[src/core/pcrc_pkg.sv]
// package: register map, field positions, reset values and depths of the crc generator
package pcrc_pkg;
    // register indices on the peripheral port (16-bit registers)
    localparam logic [2:0] PCRC_CONTROL_ONE  = 3'h0;
    localparam logic [2:0] PCRC_CONTROL_TWO  = 3'h1;
    localparam logic [2:0] PCRC_TAPS_LOW     = 3'h2;
    localparam logic [2:0] PCRC_TAPS_HIGH    = 3'h3;
    localparam logic [2:0] PCRC_FIFO_LOW     = 3'h4;
    localparam logic [2:0] PCRC_FIFO_HIGH    = 3'h5;
    localparam logic [2:0] PCRC_RESULT_LOW   = 3'h6;
    localparam logic [2:0] PCRC_RESULT_HIGH  = 3'h7;
    // control_one field positions
    localparam int PCRC_ON_BIT      = 15;
    localparam int PCRC_COUNT_LSB   = 8;
    localparam int PCRC_FULL_BIT    = 7;
    localparam int PCRC_EMPTY_BIT   = 6;
    localparam int PCRC_ISEL_BIT    = 5;
    localparam int PCRC_GO_BIT      = 4;
    localparam int PCRC_LSBF_BIT    = 3;
    // control_two field positions
    localparam int PCRC_WIDTH_LSB   = 8;
    localparam int PCRC_ORDER_LSB   = 0;
    // fifo depth limits
    localparam logic [4:0] PCRC_DEPTH_WIDE   = 5'h04;
    localparam logic [4:0] PCRC_DEPTH_MID    = 5'h08;
    localparam logic [4:0] PCRC_DEPTH_NARROW = 5'h10;
    localparam int         PCRC_FIFO_WORDS   = 16;
    // reset values
    localparam logic [15:0] PCRC_RESET_WORD  = 16'h0000;
    localparam logic [15:0] PCRC_CON1_RESET  = 16'h0040;
endpackage : pcrc_pkg

[src/core/pcrc_if.sv]
// interface: peripheral register port between processor side and crc generator
`timescale 1ns/1ps
interface pcrc_if;
    logic [2:0]  addr;       // register index
    logic [15:0] wdata;      // write data
    logic        wr;         // write strobe
    logic        rd;         // read strobe
    logic [15:0] rdata;      // read data, cycle after rd
    logic        irq;        // interrupt pulse
    modport dev (input addr, input wdata, input wr, input rd, output rdata, output irq);
    modport cpu (output addr, output wdata, output wr, output rd, input rdata, input irq);
endinterface : pcrc_if

[src/core/pcrc_engine.sv]
// file: crc generator device end with fifo, shift engine and registers
//
// The register offsets and strobed register access were left to the implementer.
`timescale 1ns/1ps
// Summary of operation
// five-bit field selects polynomial order
// set tap bit enables xor feedback
// zero-order term always applied
// order-N term always included
// width field is data width minus one
// fifo depth 4, 8 or 16 by width
// unused upper bits of byte ignored
// count increments on top-bit half write
// software writes low half first
// start when go set and count nonzero
// two bits per cycle until empty
// full at depth, empty at zero
// module off holds fifo empty
// software waits a cycle before count read
// msb first default, lsb when set
// result stays unreflected
// isel zero: irq on count 1 to 0
// isel one: irq on hardware go clear
// software clearing go gives no irq
// go clears on completion, result kept
// software zeroes result before fresh run
// software preloads then tops up fifo
// feedback top bit xor data, shift, tap
module pcrc_engine (
    // clock and reset
    input  wire logic ref_clk_in,
    input  wire logic sys_rst_in,
    // register port
    pcrc_if.dev       bus
);
    import pcrc_pkg::*;

    // whole module state
    typedef struct packed {
        logic                      on;       // module_on
        logic                      isel;     // irq_cause_sel
        logic                      go;       // calc_go
        logic                      lsbf;     // lsb_first_sel
        logic [4:0]                width;    // input_width_sel
        logic [4:0]                order;    // poly_order_sel
        logic [31:0]               taps;     // poly_taps_high/low
        logic [31:0]               result;   // result_high/low
        logic [31:0]               stage;    // data half staging
        logic [PCRC_FIFO_WORDS-1:0][31:0] mem; // fifo words
        logic [3:0]                wptr;     // fifo write pointer
        logic [3:0]                rptr;     // fifo read pointer
        logic [4:0]                count;    // valid_word_count
        logic [31:0]               buf_w;    // word being shifted
        logic [5:0]                left;     // bits left in buffer
        logic [15:0]               rdata;    // read data
        logic                      irq;      // interrupt pulse
    } pcrc_state_t;

    pcrc_state_t st_q;   // registered state
    pcrc_state_t st_d;   // next state

    // fifo depth for the configured width
    function automatic logic [4:0] pcrc_depth(input logic [4:0] w);
        if (w > 5'h0f) begin
            pcrc_depth = PCRC_DEPTH_WIDE;
        end else if (w > 5'h07) begin
            pcrc_depth = PCRC_DEPTH_MID;
        end else begin
            pcrc_depth = PCRC_DEPTH_NARROW;
        end
    endfunction : pcrc_depth

    // mask keeping the low n+1 bits, shared by engine and fifo push
    function automatic logic [31:0] pcrc_mask(input logic [4:0] n);
        pcrc_mask = 32'hffffffff >> (5'h1f - n);
    endfunction : pcrc_mask

    // one engine step: top bit of the order xor data, shift, apply taps
    function automatic logic [31:0] pcrc_step(input logic [31:0] r, input logic [4:0] ord,
                                              input logic [31:0] tp, input logic din);
        logic [31:0] mask;
        logic        fb;
        mask = pcrc_mask(ord);
        fb   = r[ord] ^ din;
        pcrc_step = ((r << 1) ^ (fb ? {tp[31:1], 1'b1} : 32'h0)) & mask;
    endfunction : pcrc_step

    // next-state logic
    always_comb begin
        logic [4:0]  depth;
        logic [31:0] r;
        logic        bit_in;
        logic        pushed;
        logic        popped;
        logic        top_half;
        logic [4:0]  ptr;
        st_d     = st_q;
        depth    = pcrc_depth(st_q.width);
        r        = st_q.result;
        bit_in   = 1'b0;
        pushed   = 1'b0;
        popped   = 1'b0;
        top_half = st_q.width > 5'h0f;
        ptr      = '0;
        st_d.irq = 1'b0;
        // shift engine, two bits a cycle
        if (st_q.left != 6'h00) begin
            for (int i = 0; i < 2; i++) begin
                if (6'(i) < st_q.left) begin
                    ptr    = st_q.lsbf ? 5'(st_q.width + 5'h01 - st_q.left[4:0] + 5'(i))
                                       : 5'(st_q.left - 6'h01 - 6'(i));
                    bit_in = st_q.buf_w[ptr];
                    r      = pcrc_step(r, st_q.order, st_q.taps, bit_in);
                end
            end
            st_d.result = r;
            st_d.left   = (st_q.left > 6'h02) ? st_q.left - 6'h02 : 6'h00;
        end
        // load next word when idle
        if (st_q.go && st_d.left == 6'h00 && st_q.count != 5'h00) begin
            st_d.buf_w = st_q.mem[st_q.rptr];
            st_d.left  = 6'(st_q.width) + 6'h01;
            st_d.rptr  = st_q.rptr + 4'h1;
            popped     = 1'b1;
        end
        // completion: go clears by hardware
        if (st_q.go && st_q.left != 6'h00 && st_d.left == 6'h00 && st_q.count == 5'h00) begin
            st_d.go  = 1'b0;
            st_d.irq = st_q.isel;
        end
        // register writes
        if (bus.wr) begin
            case (bus.addr)
                PCRC_CONTROL_ONE: begin
                    st_d.on   = bus.wdata[PCRC_ON_BIT];
                    st_d.isel = bus.wdata[PCRC_ISEL_BIT];
                    // a software clear of go never raises irq
                    st_d.go   = bus.wdata[PCRC_GO_BIT];
                    st_d.lsbf = bus.wdata[PCRC_LSBF_BIT];
                end
                PCRC_CONTROL_TWO: begin
                    st_d.width = bus.wdata[PCRC_WIDTH_LSB +: 5];
                    st_d.order = bus.wdata[PCRC_ORDER_LSB +: 5];
                end
                PCRC_TAPS_LOW:   st_d.taps[15:0]  = bus.wdata;
                PCRC_TAPS_HIGH:  st_d.taps[31:16] = bus.wdata;
                PCRC_FIFO_LOW: begin
                    st_d.stage[15:0] = bus.wdata;
                    pushed = !top_half;
                end
                PCRC_FIFO_HIGH: begin
                    st_d.stage[31:16] = bus.wdata;
                    pushed = top_half;
                end
                PCRC_RESULT_LOW:  st_d.result[15:0]  = bus.wdata;
                PCRC_RESULT_HIGH: st_d.result[31:16] = bus.wdata;
                default: ;
            endcase
        end
        // push completed word, masked to width
        if (pushed && st_q.count - 5'(popped) < depth) begin
            st_d.mem[st_q.wptr] = st_d.stage & pcrc_mask(st_q.width);
            st_d.wptr = st_q.wptr + 4'h1;
        end else begin
            pushed = 1'b0;
        end
        st_d.count = st_q.count + 5'(pushed) - 5'(popped);
        if (st_q.isel == 1'b0 && st_q.count == 5'h01 && st_d.count == 5'h00) begin
            st_d.irq = 1'b1;
        end
        // module off: empty fifo, stop
        if (!st_d.on) begin
            st_d.count  = 5'h00;
            st_d.wptr   = 4'h0;
            st_d.rptr   = 4'h0;
            st_d.left   = 6'h00;
            st_d.stage  = '0;
            st_d.result = '0;
            st_d.go     = 1'b0;
        end
        // read data for next cycle
        st_d.rdata = PCRC_RESET_WORD;
        if (bus.rd) begin
            case (bus.addr)
                PCRC_CONTROL_ONE: begin
                    st_d.rdata[PCRC_ON_BIT]    = st_q.on;
                    st_d.rdata[PCRC_COUNT_LSB +: 5] = st_q.count;
                    st_d.rdata[PCRC_FULL_BIT]  = st_q.count >= depth;
                    st_d.rdata[PCRC_EMPTY_BIT] = st_q.count == 5'h00;
                    st_d.rdata[PCRC_ISEL_BIT]  = st_q.isel;
                    st_d.rdata[PCRC_GO_BIT]    = st_q.go;
                    st_d.rdata[PCRC_LSBF_BIT]  = st_q.lsbf;
                end
                PCRC_CONTROL_TWO: begin
                    st_d.rdata[PCRC_WIDTH_LSB +: 5] = st_q.width;
                    st_d.rdata[PCRC_ORDER_LSB +: 5] = st_q.order;
                end
                PCRC_TAPS_LOW:    st_d.rdata = st_q.taps[15:0];
                PCRC_TAPS_HIGH:   st_d.rdata = st_q.taps[31:16];
                PCRC_RESULT_LOW:  st_d.rdata = st_q.result[15:0];
                PCRC_RESULT_HIGH: st_d.rdata = st_q.result[31:16];
                default:          st_d.rdata = PCRC_RESET_WORD;
            endcase
        end
    end

    // state register
    always_ff @(posedge ref_clk_in or posedge sys_rst_in) begin
        if (sys_rst_in) begin
            st_q <= '0;
        end else begin
            st_q <= st_d;
        end
    end

    // outputs
    assign bus.rdata = st_q.rdata;
    assign bus.irq   = st_q.irq;
endmodule : pcrc_engine

[src/flat_wrapper.sv]
// flat-port wrapper written by rule: the top's interface ports become plain ports
module pcrc_engine_flat import pcrc_pkg::*;
  (ref_clk_in, sys_rst_in, bus_addr, bus_wdata, bus_wr, bus_rd, bus_rdata, bus_irq);
  pcrc_if bus_i ();
  input  wire logic ref_clk_in;
  input  wire logic sys_rst_in;
  input wire logic [$bits(bus_i.addr)-1:0] bus_addr;
  input wire logic [$bits(bus_i.wdata)-1:0] bus_wdata;
  input wire logic [$bits(bus_i.wr)-1:0] bus_wr;
  input wire logic [$bits(bus_i.rd)-1:0] bus_rd;
  output wire logic [$bits(bus_i.rdata)-1:0] bus_rdata;
  output wire logic [$bits(bus_i.irq)-1:0] bus_irq;
  assign bus_i.addr = bus_addr;
  assign bus_i.wdata = bus_wdata;
  assign bus_i.wr = bus_wr;
  assign bus_i.rd = bus_rd;
  assign bus_rdata = bus_i.rdata;
  assign bus_irq = bus_i.irq;
  pcrc_engine u_core (.ref_clk_in(ref_clk_in), .sys_rst_in(sys_rst_in), .bus(bus_i));
endmodule
[config.mk]
export PLATFORM = sky130hd
export DESIGN_NAME = pcrc_engine_flat
export DESIGN_NICKNAME = d
export VERILOG_FILES = /design/src/core/pcrc_pkg.sv /design/src/core/pcrc_if.sv /design/src/core/pcrc_engine.sv /design/src/flat_wrapper.sv
export SDC_FILE = /design/constraint.sdc
export NUM_CORES = 2
export LEC_CHECK = 0
export BUFFER_PORTS_ARGS = -buffer_cell sky130_fd_sc_hd__buf_2
export CAP_MARGIN = 25
export CORE_MARGIN = 10
export CORE_UTILIZATION = 50
export CTS_CLUSTER_DIAMETER = 30
export DETAILED_ROUTE_END_ITERATION = 10
export GPL_ROUTABILITY_DRIVEN = 0
export PLACE_DENSITY_LB_ADDON = 0.05
export SYNTH_ARGS = -nofsm -noshare
export SYNTH_HDL_FRONTEND = slang
export SYNTH_SLANG_ARGS = --single-unit
[constraint.sdc]
create_clock -name ref_clk_in -period 24.6 [get_ports ref_clk_in]
set_input_delay 1.23 -clock ref_clk_in [delete_from_list [all_inputs] [get_ports ref_clk_in]]
set_output_delay 1.23 -clock ref_clk_in [all_outputs]
set_load 0.05 [all_outputs]
# Word level (Yosys, flattened, before mapping)
# Cells that the tools add are included.
# W data, S select, Z words.
[classes]
mux = 55
add_sub_neg = 14
order_cmp = 13
n_shift = 2
div_mod_pow = 0
multipliers = 0
eq_ne = 10
n_bitwise = 8
n_reduce_logical = 21
[ops]
columns = ["operator", "n"]
rows = [
  ["$bwmux W512", 1],
  ["$mux W32", 8],
  ["$bmux W32 S4", 1],
  ["$demux W32 S4", 1],
  ["$mux W16", 7],
  ["$mux W110", 1],
  ["$and A32 B32 Y32", 3],
  ["$mux W64", 1],
  ["$shr A32 B5 Y32 const A", 2],
  ["$xor A32 B32 Y32", 2],
  ["$pmux W3 S5", 2],
  ["$pmux W5 S6", 1],
  ["$mux W6", 4],
  ["$bmux W1 S5", 4],
  ["$mux W5", 4],
  ["$lt A5 B6 Y1 const B", 3],
  ["$mux W13", 1],
  ["$eq A3 B3 Y1 const B", 4],
  ["$logic_not A6 Y1", 2],
  ["$lt A1 B6 Y1 const A", 2],
  ["$mux W4", 3],
  ["$pmux W2 S6", 1],
  ["$mux W1", 11],
  ["$add A5 B1 Y5 const B", 2],
  ["32 further kinds", 52],
]
[word_totals]
latch_bits = 0
input_bits = 23
romBits = 0
word_cells = 156
n_memories = 0
output_inout_bits = 17
ff_bits = 690
ramBits = 0

# Logic depth before layout (Yosys ltp)
[logic_depth]
ltp_word = 23
mapped_depth = 30
depth_no_buf = 25

# Least setup slack after synthesis
# Ideal clock, no wire load.
[synth_timing]
path_kind = "register to register"
startpoint = "register u_core.st_q[17] in the netlist's numbering"
endpoint = "register u_core.st_q (netlist bit u_core.bus.irq)"
path_slack_ns = 18.631
stages_incl_launch_ff = 31
period_less_slack_ns = 5.969
required_ns = 24.517
setup_ns = 0.083
arrival_time_ns = 5.886
n_path_buf = 5
path_cell_list = "dfrtp_1 > buf_2 > buf_4 > inv_1 > ha_1 > nand3_1 > clkbuf_1 > clkbuf_1 > clkbuf_1 > nand2_1 > nand2_1 > nand2_1 > nor3_1 > nand3_1 > inv_1 > ha_1 > o21ai_0 > xnor2_1 > ha_1 > a21o_1 > a2111oi_1 > ha_1 > inv_1 > fa_1 > nor2_1 > nor2_1 > nor2_1 > nor2_1 > xnor2_1 > nand4_1 > o21ai_0"
[synth_lines]
columns = ["item", "line_no", "source"]
rows = [
  ["from (decl)", "pcrc_engine.sv:59", "pcrc_state_t st_q;"],
  ["from (signal assigned)", "pcrc_engine.sv:212", "st_q <= st_d;"],
]

==> impl_results.md <==
- Cell variety after synth: 93
- Initial Util: 0.505
- CTS-repair resized insts: 0
- Placed instance area: 36800 µm²
- Setup Slack @ Placement: around 17 ns
- Maximum vdd drop: about 0.00011 V
- Reg clk slew, reported paths: about 0.05 ns
- TritonCTS Buffers: approximately 160
- Worst path bufs/invs: 3
- R2R depth: 19
- Leakage power: approximately 18 nW
- Worst path cell trace: inv_1 -> ha_1 -> and2_4 -> nor2_2 -> a21oi_1 -> o31a_1 -> o32ai_4 -> mux2i_2 -> buf_4 -> or2_1 -> buf_4 -> nand2_1 -> a221oi_2 -> a221oi_1 -> a221oi_2 -> nand3_1 -> nand2_1 -> a41oi_1 -> o21ai_0
- Placed insts: roughly 4300
- Pwr Total: between 4 and 5 mW
- Post-synth top area cell: dfrtp_1
- Reg-to-Reg Start: u_core.st_q[17]
- Synth Area in Simple Gates: 0.145
- Crit end category: register
- Share of the synthesized area in the top cell type: 0.478
- FF-to-FF setup slack: 17.00 ns
- Sequential Power Share: 0.260
- CTS Sinks: 690
- Slew @ Worst Pin: between 1 and 1.5 ns
- Io pins: 40
- Final nets: between 3000 and 4000
- H-tree depth: 4
- Clock share of power: 0.435
- Worst-Skew Late Latency: 0.73 ns
- Setup WS post-layout: around 17 ns
- Tcrit/Tclk final: 0.309
- Slew Limit Fails: 0
- Via density per instance: just over 6
- DRT Wirelength: ~110 mm
- Fin. Hold Viols: 0
- Period minus WS final: 7.60 ns
- Setup crit start kind: register
- Die H: a little under 300 µm
- Post-synth EDFFs: 0
- CTS Buffer Depth: 3
- Max-Slew Margin vs Limit: 0.294
- Syn-to-layout area delta: 17.5%
- Number of fill cells: ~6100
- Synth warn: 0
- Synth async-reset ratio: 1.00
- Compound-cell area share of the yosys netlist: 0.147
- WP data arrival: roughly 8 ns
- Largest family of logic cells by synthesized area: multiplexers
- Fin util: 0.593
- Finished Layout Cells: between 4000 and 5000
- Setup violators final: 0
- Data required, critical path: between 20 and 30 ns
- Synth Instances: between 3000 and 4000
- Synthesized area: about 36000 µm²
- Mean Syn Cell Area: approximately 10 µm²
- Seq cells post-synth: just under 700
- Cts hold-fix bufs: 0
- Congestion Overflow GR: 0
- Comb power frac: 0.305
- Final setup TNS: 0 ns
- Drt pass-1 iters: 6
- Port bufs: 39
- Mux share of post-synthesis cell area: 0.157
- Top cells by area, synth: dfrtp_1, mux4_2, o21ai_0
- Total Routing Usage GR: 0.272
- Power Internal: 3.12 mW
- NetSw: around 1.8 mW
- Cell area after layout: around 42000 µm²
- # rows: slightly below 100
- Setup Buffers After CTS: 0
- CTS tree: yes
- Hold WS: 0.470 ns
- CP Launch Point: u_core.st_q[17]
- Reg-to-reg endpoint: u_core.st_q[636]
- Core Footprint: ~72000 µm²
- Drt drc: 0
- Post-synth top cells: nand2_1, dfrtp_1, o21ai_0, clkbuf_1, mux4_2
- RSZ-0062 raised after global routing: false
- Hold Crit Class: reg -> reg
- Max Cap Viol: 0
- Layout cells sized above 1: 0.191
- Fin Clk Skew: ~0.046 ns
- Most numerous cell in the Yosys netlist: nand2_1
- Die ar.: between 80000 and 90000 µm²
- WL/cell: between 20 and 25 µm
- Critical-path top delay cell: dfrtp_1
- Switching share of power: 0.365
- Antenna Nets Post-Route: 0
- Critical setup path kind: reg -> reg
- Xor and xnor area share after synthesis: 0.0160
- Critical Path Sink: u_core.st_q[636]
- Vias in the first global route: approximately 29000
- CP Max Fanout: 25
- Synth Area in Adders: 0.0143
- Vias: about 29000
- Fmax: between 0.1 and 0.15 GHz
- Initial antenna violation count: 1
- First-pass GRT wire length: approximately 180 mm
- Largest net degree at the start of global routing: 151
- Max incr delay on CP: between 0.9 and 1 ns
- Crit path depth: 19
- Status: finished clean
- Net Count, Synth: approximately 3700
- Post-synthesis sequential area ratio: 0.478
- Worst path top cell family by delay: compound AO/OA/AOI/OAI gates
- Synth Flop Type: dfrtp_1
- Initial drt markers: roughly 2700
- HPWL reported at the end of detailed placement: roughly 70 mm
- DIE WIDTH: just under 300 µm
- Power per cell area: ~120 nW/µm²
- Root buffer cell: clkbuf_16
routing by layer:
| layer | share of wire | vias to the layer above | global-route usage |
|---|---|---|---|
| met2 | 0.46 | 1259 | 0.420 |
| li1 | - | 12800 | - |
| met5 | 0 | - | 0 |
| met3 | 0.079 | 270 | 0.0574 |
| met1 | 0.43 | 14400 | 0.372 |
| met4 | 0.035 | 0 | 0.110 |
final cells by class:
class	instances	area [µm²]	area share
Antenna cell	1	2.50	0.0000589
Timing Repair Buffer	107	827	0.0195
Clock inverter	86	1150	0.0270
Multi-Input combinational cell	2550	17500	0.411
Inverter	51	199	0.00468
Sequential cell	690	17300	0.407
Tap cell	950	1190	0.0280
Clock buffer	200	4380	0.103
how the worst min path moves through the flow:
| stage | startpoint | end | slack (ns) | cells past startpoint |
|---|---|---|---|---|
| global route | u_core.st_q[122] | u_core.st_q[122] | 0.49 | 2 |
| CTS | u_core.st_q[312] | u_core.st_q[312] | 0.47 | 2 |
| global placement | u_core.st_q[180] | u_core.st_q[180] | 0.46 | 2 |
| detailed placement | u_core.st_q[110] | u_core.st_q[110] | 0.46 | 2 |
| finish | u_core.st_q[560] | u_core.st_q[560] | 0.47 | 2 |
| floorplan | u_core.st_q[100] | u_core.st_q[100] | 0.44 | 2 |
worst register-to-register path: cells and delay by family, from the launching register on:
kind | cells | cell delay (ns)
compound gates | 8 | 2.54
simple gates | 6 | 2.27
buf+inv | 3 | 0.94
flops | 1 | 0.91
fa+ha+maj | 1 | 0.59
mux | 1 | 0.26
flip-flops by register name, summed over array words and instances, names as in the netlist:
register and flops:
u_core.bus.rdata 16, u_core.st_q 673, u_core.bus.irq 1
kinds of logic after synthesis:
group,count (synthesis)
xor gates and xnor gates,66
adders and majority gates,40
muxes,337
AOI/OAI and AO/OA,917
and+or+nand+nor,1190
DFF,690
buffers and inverters,384
power groups by stage:
| stage | clock network (mW) | registers (mW) | logic, mW |
|---|---|---|---|
| global placement | 0 | 1.29 | 1.42 |
| CTS | 2.16 | 1.27 | 1.45 |
| global route | 2.23 | 1.28 | 1.61 |
| floorplan | 0 | 1.24 | 1.08 |
| detailed placement | 0 | 1.29 | 1.44 |
| finish | 2.14 | 1.28 | 1.50 |
cell usage in the layout, fill, tap and decap left out, types with 69 or more instances in the layout:
master / n
a21oi_1: 69
clkbuf_16: 157
dfrtp_1: 686
mux2_2: 86
mux2i_1: 70
mux4_2: 175
nand2_1: 691
nand3_1: 70
nor2_1: 155
o21ai_0: 606
Power figures use the tool's default switching activity.
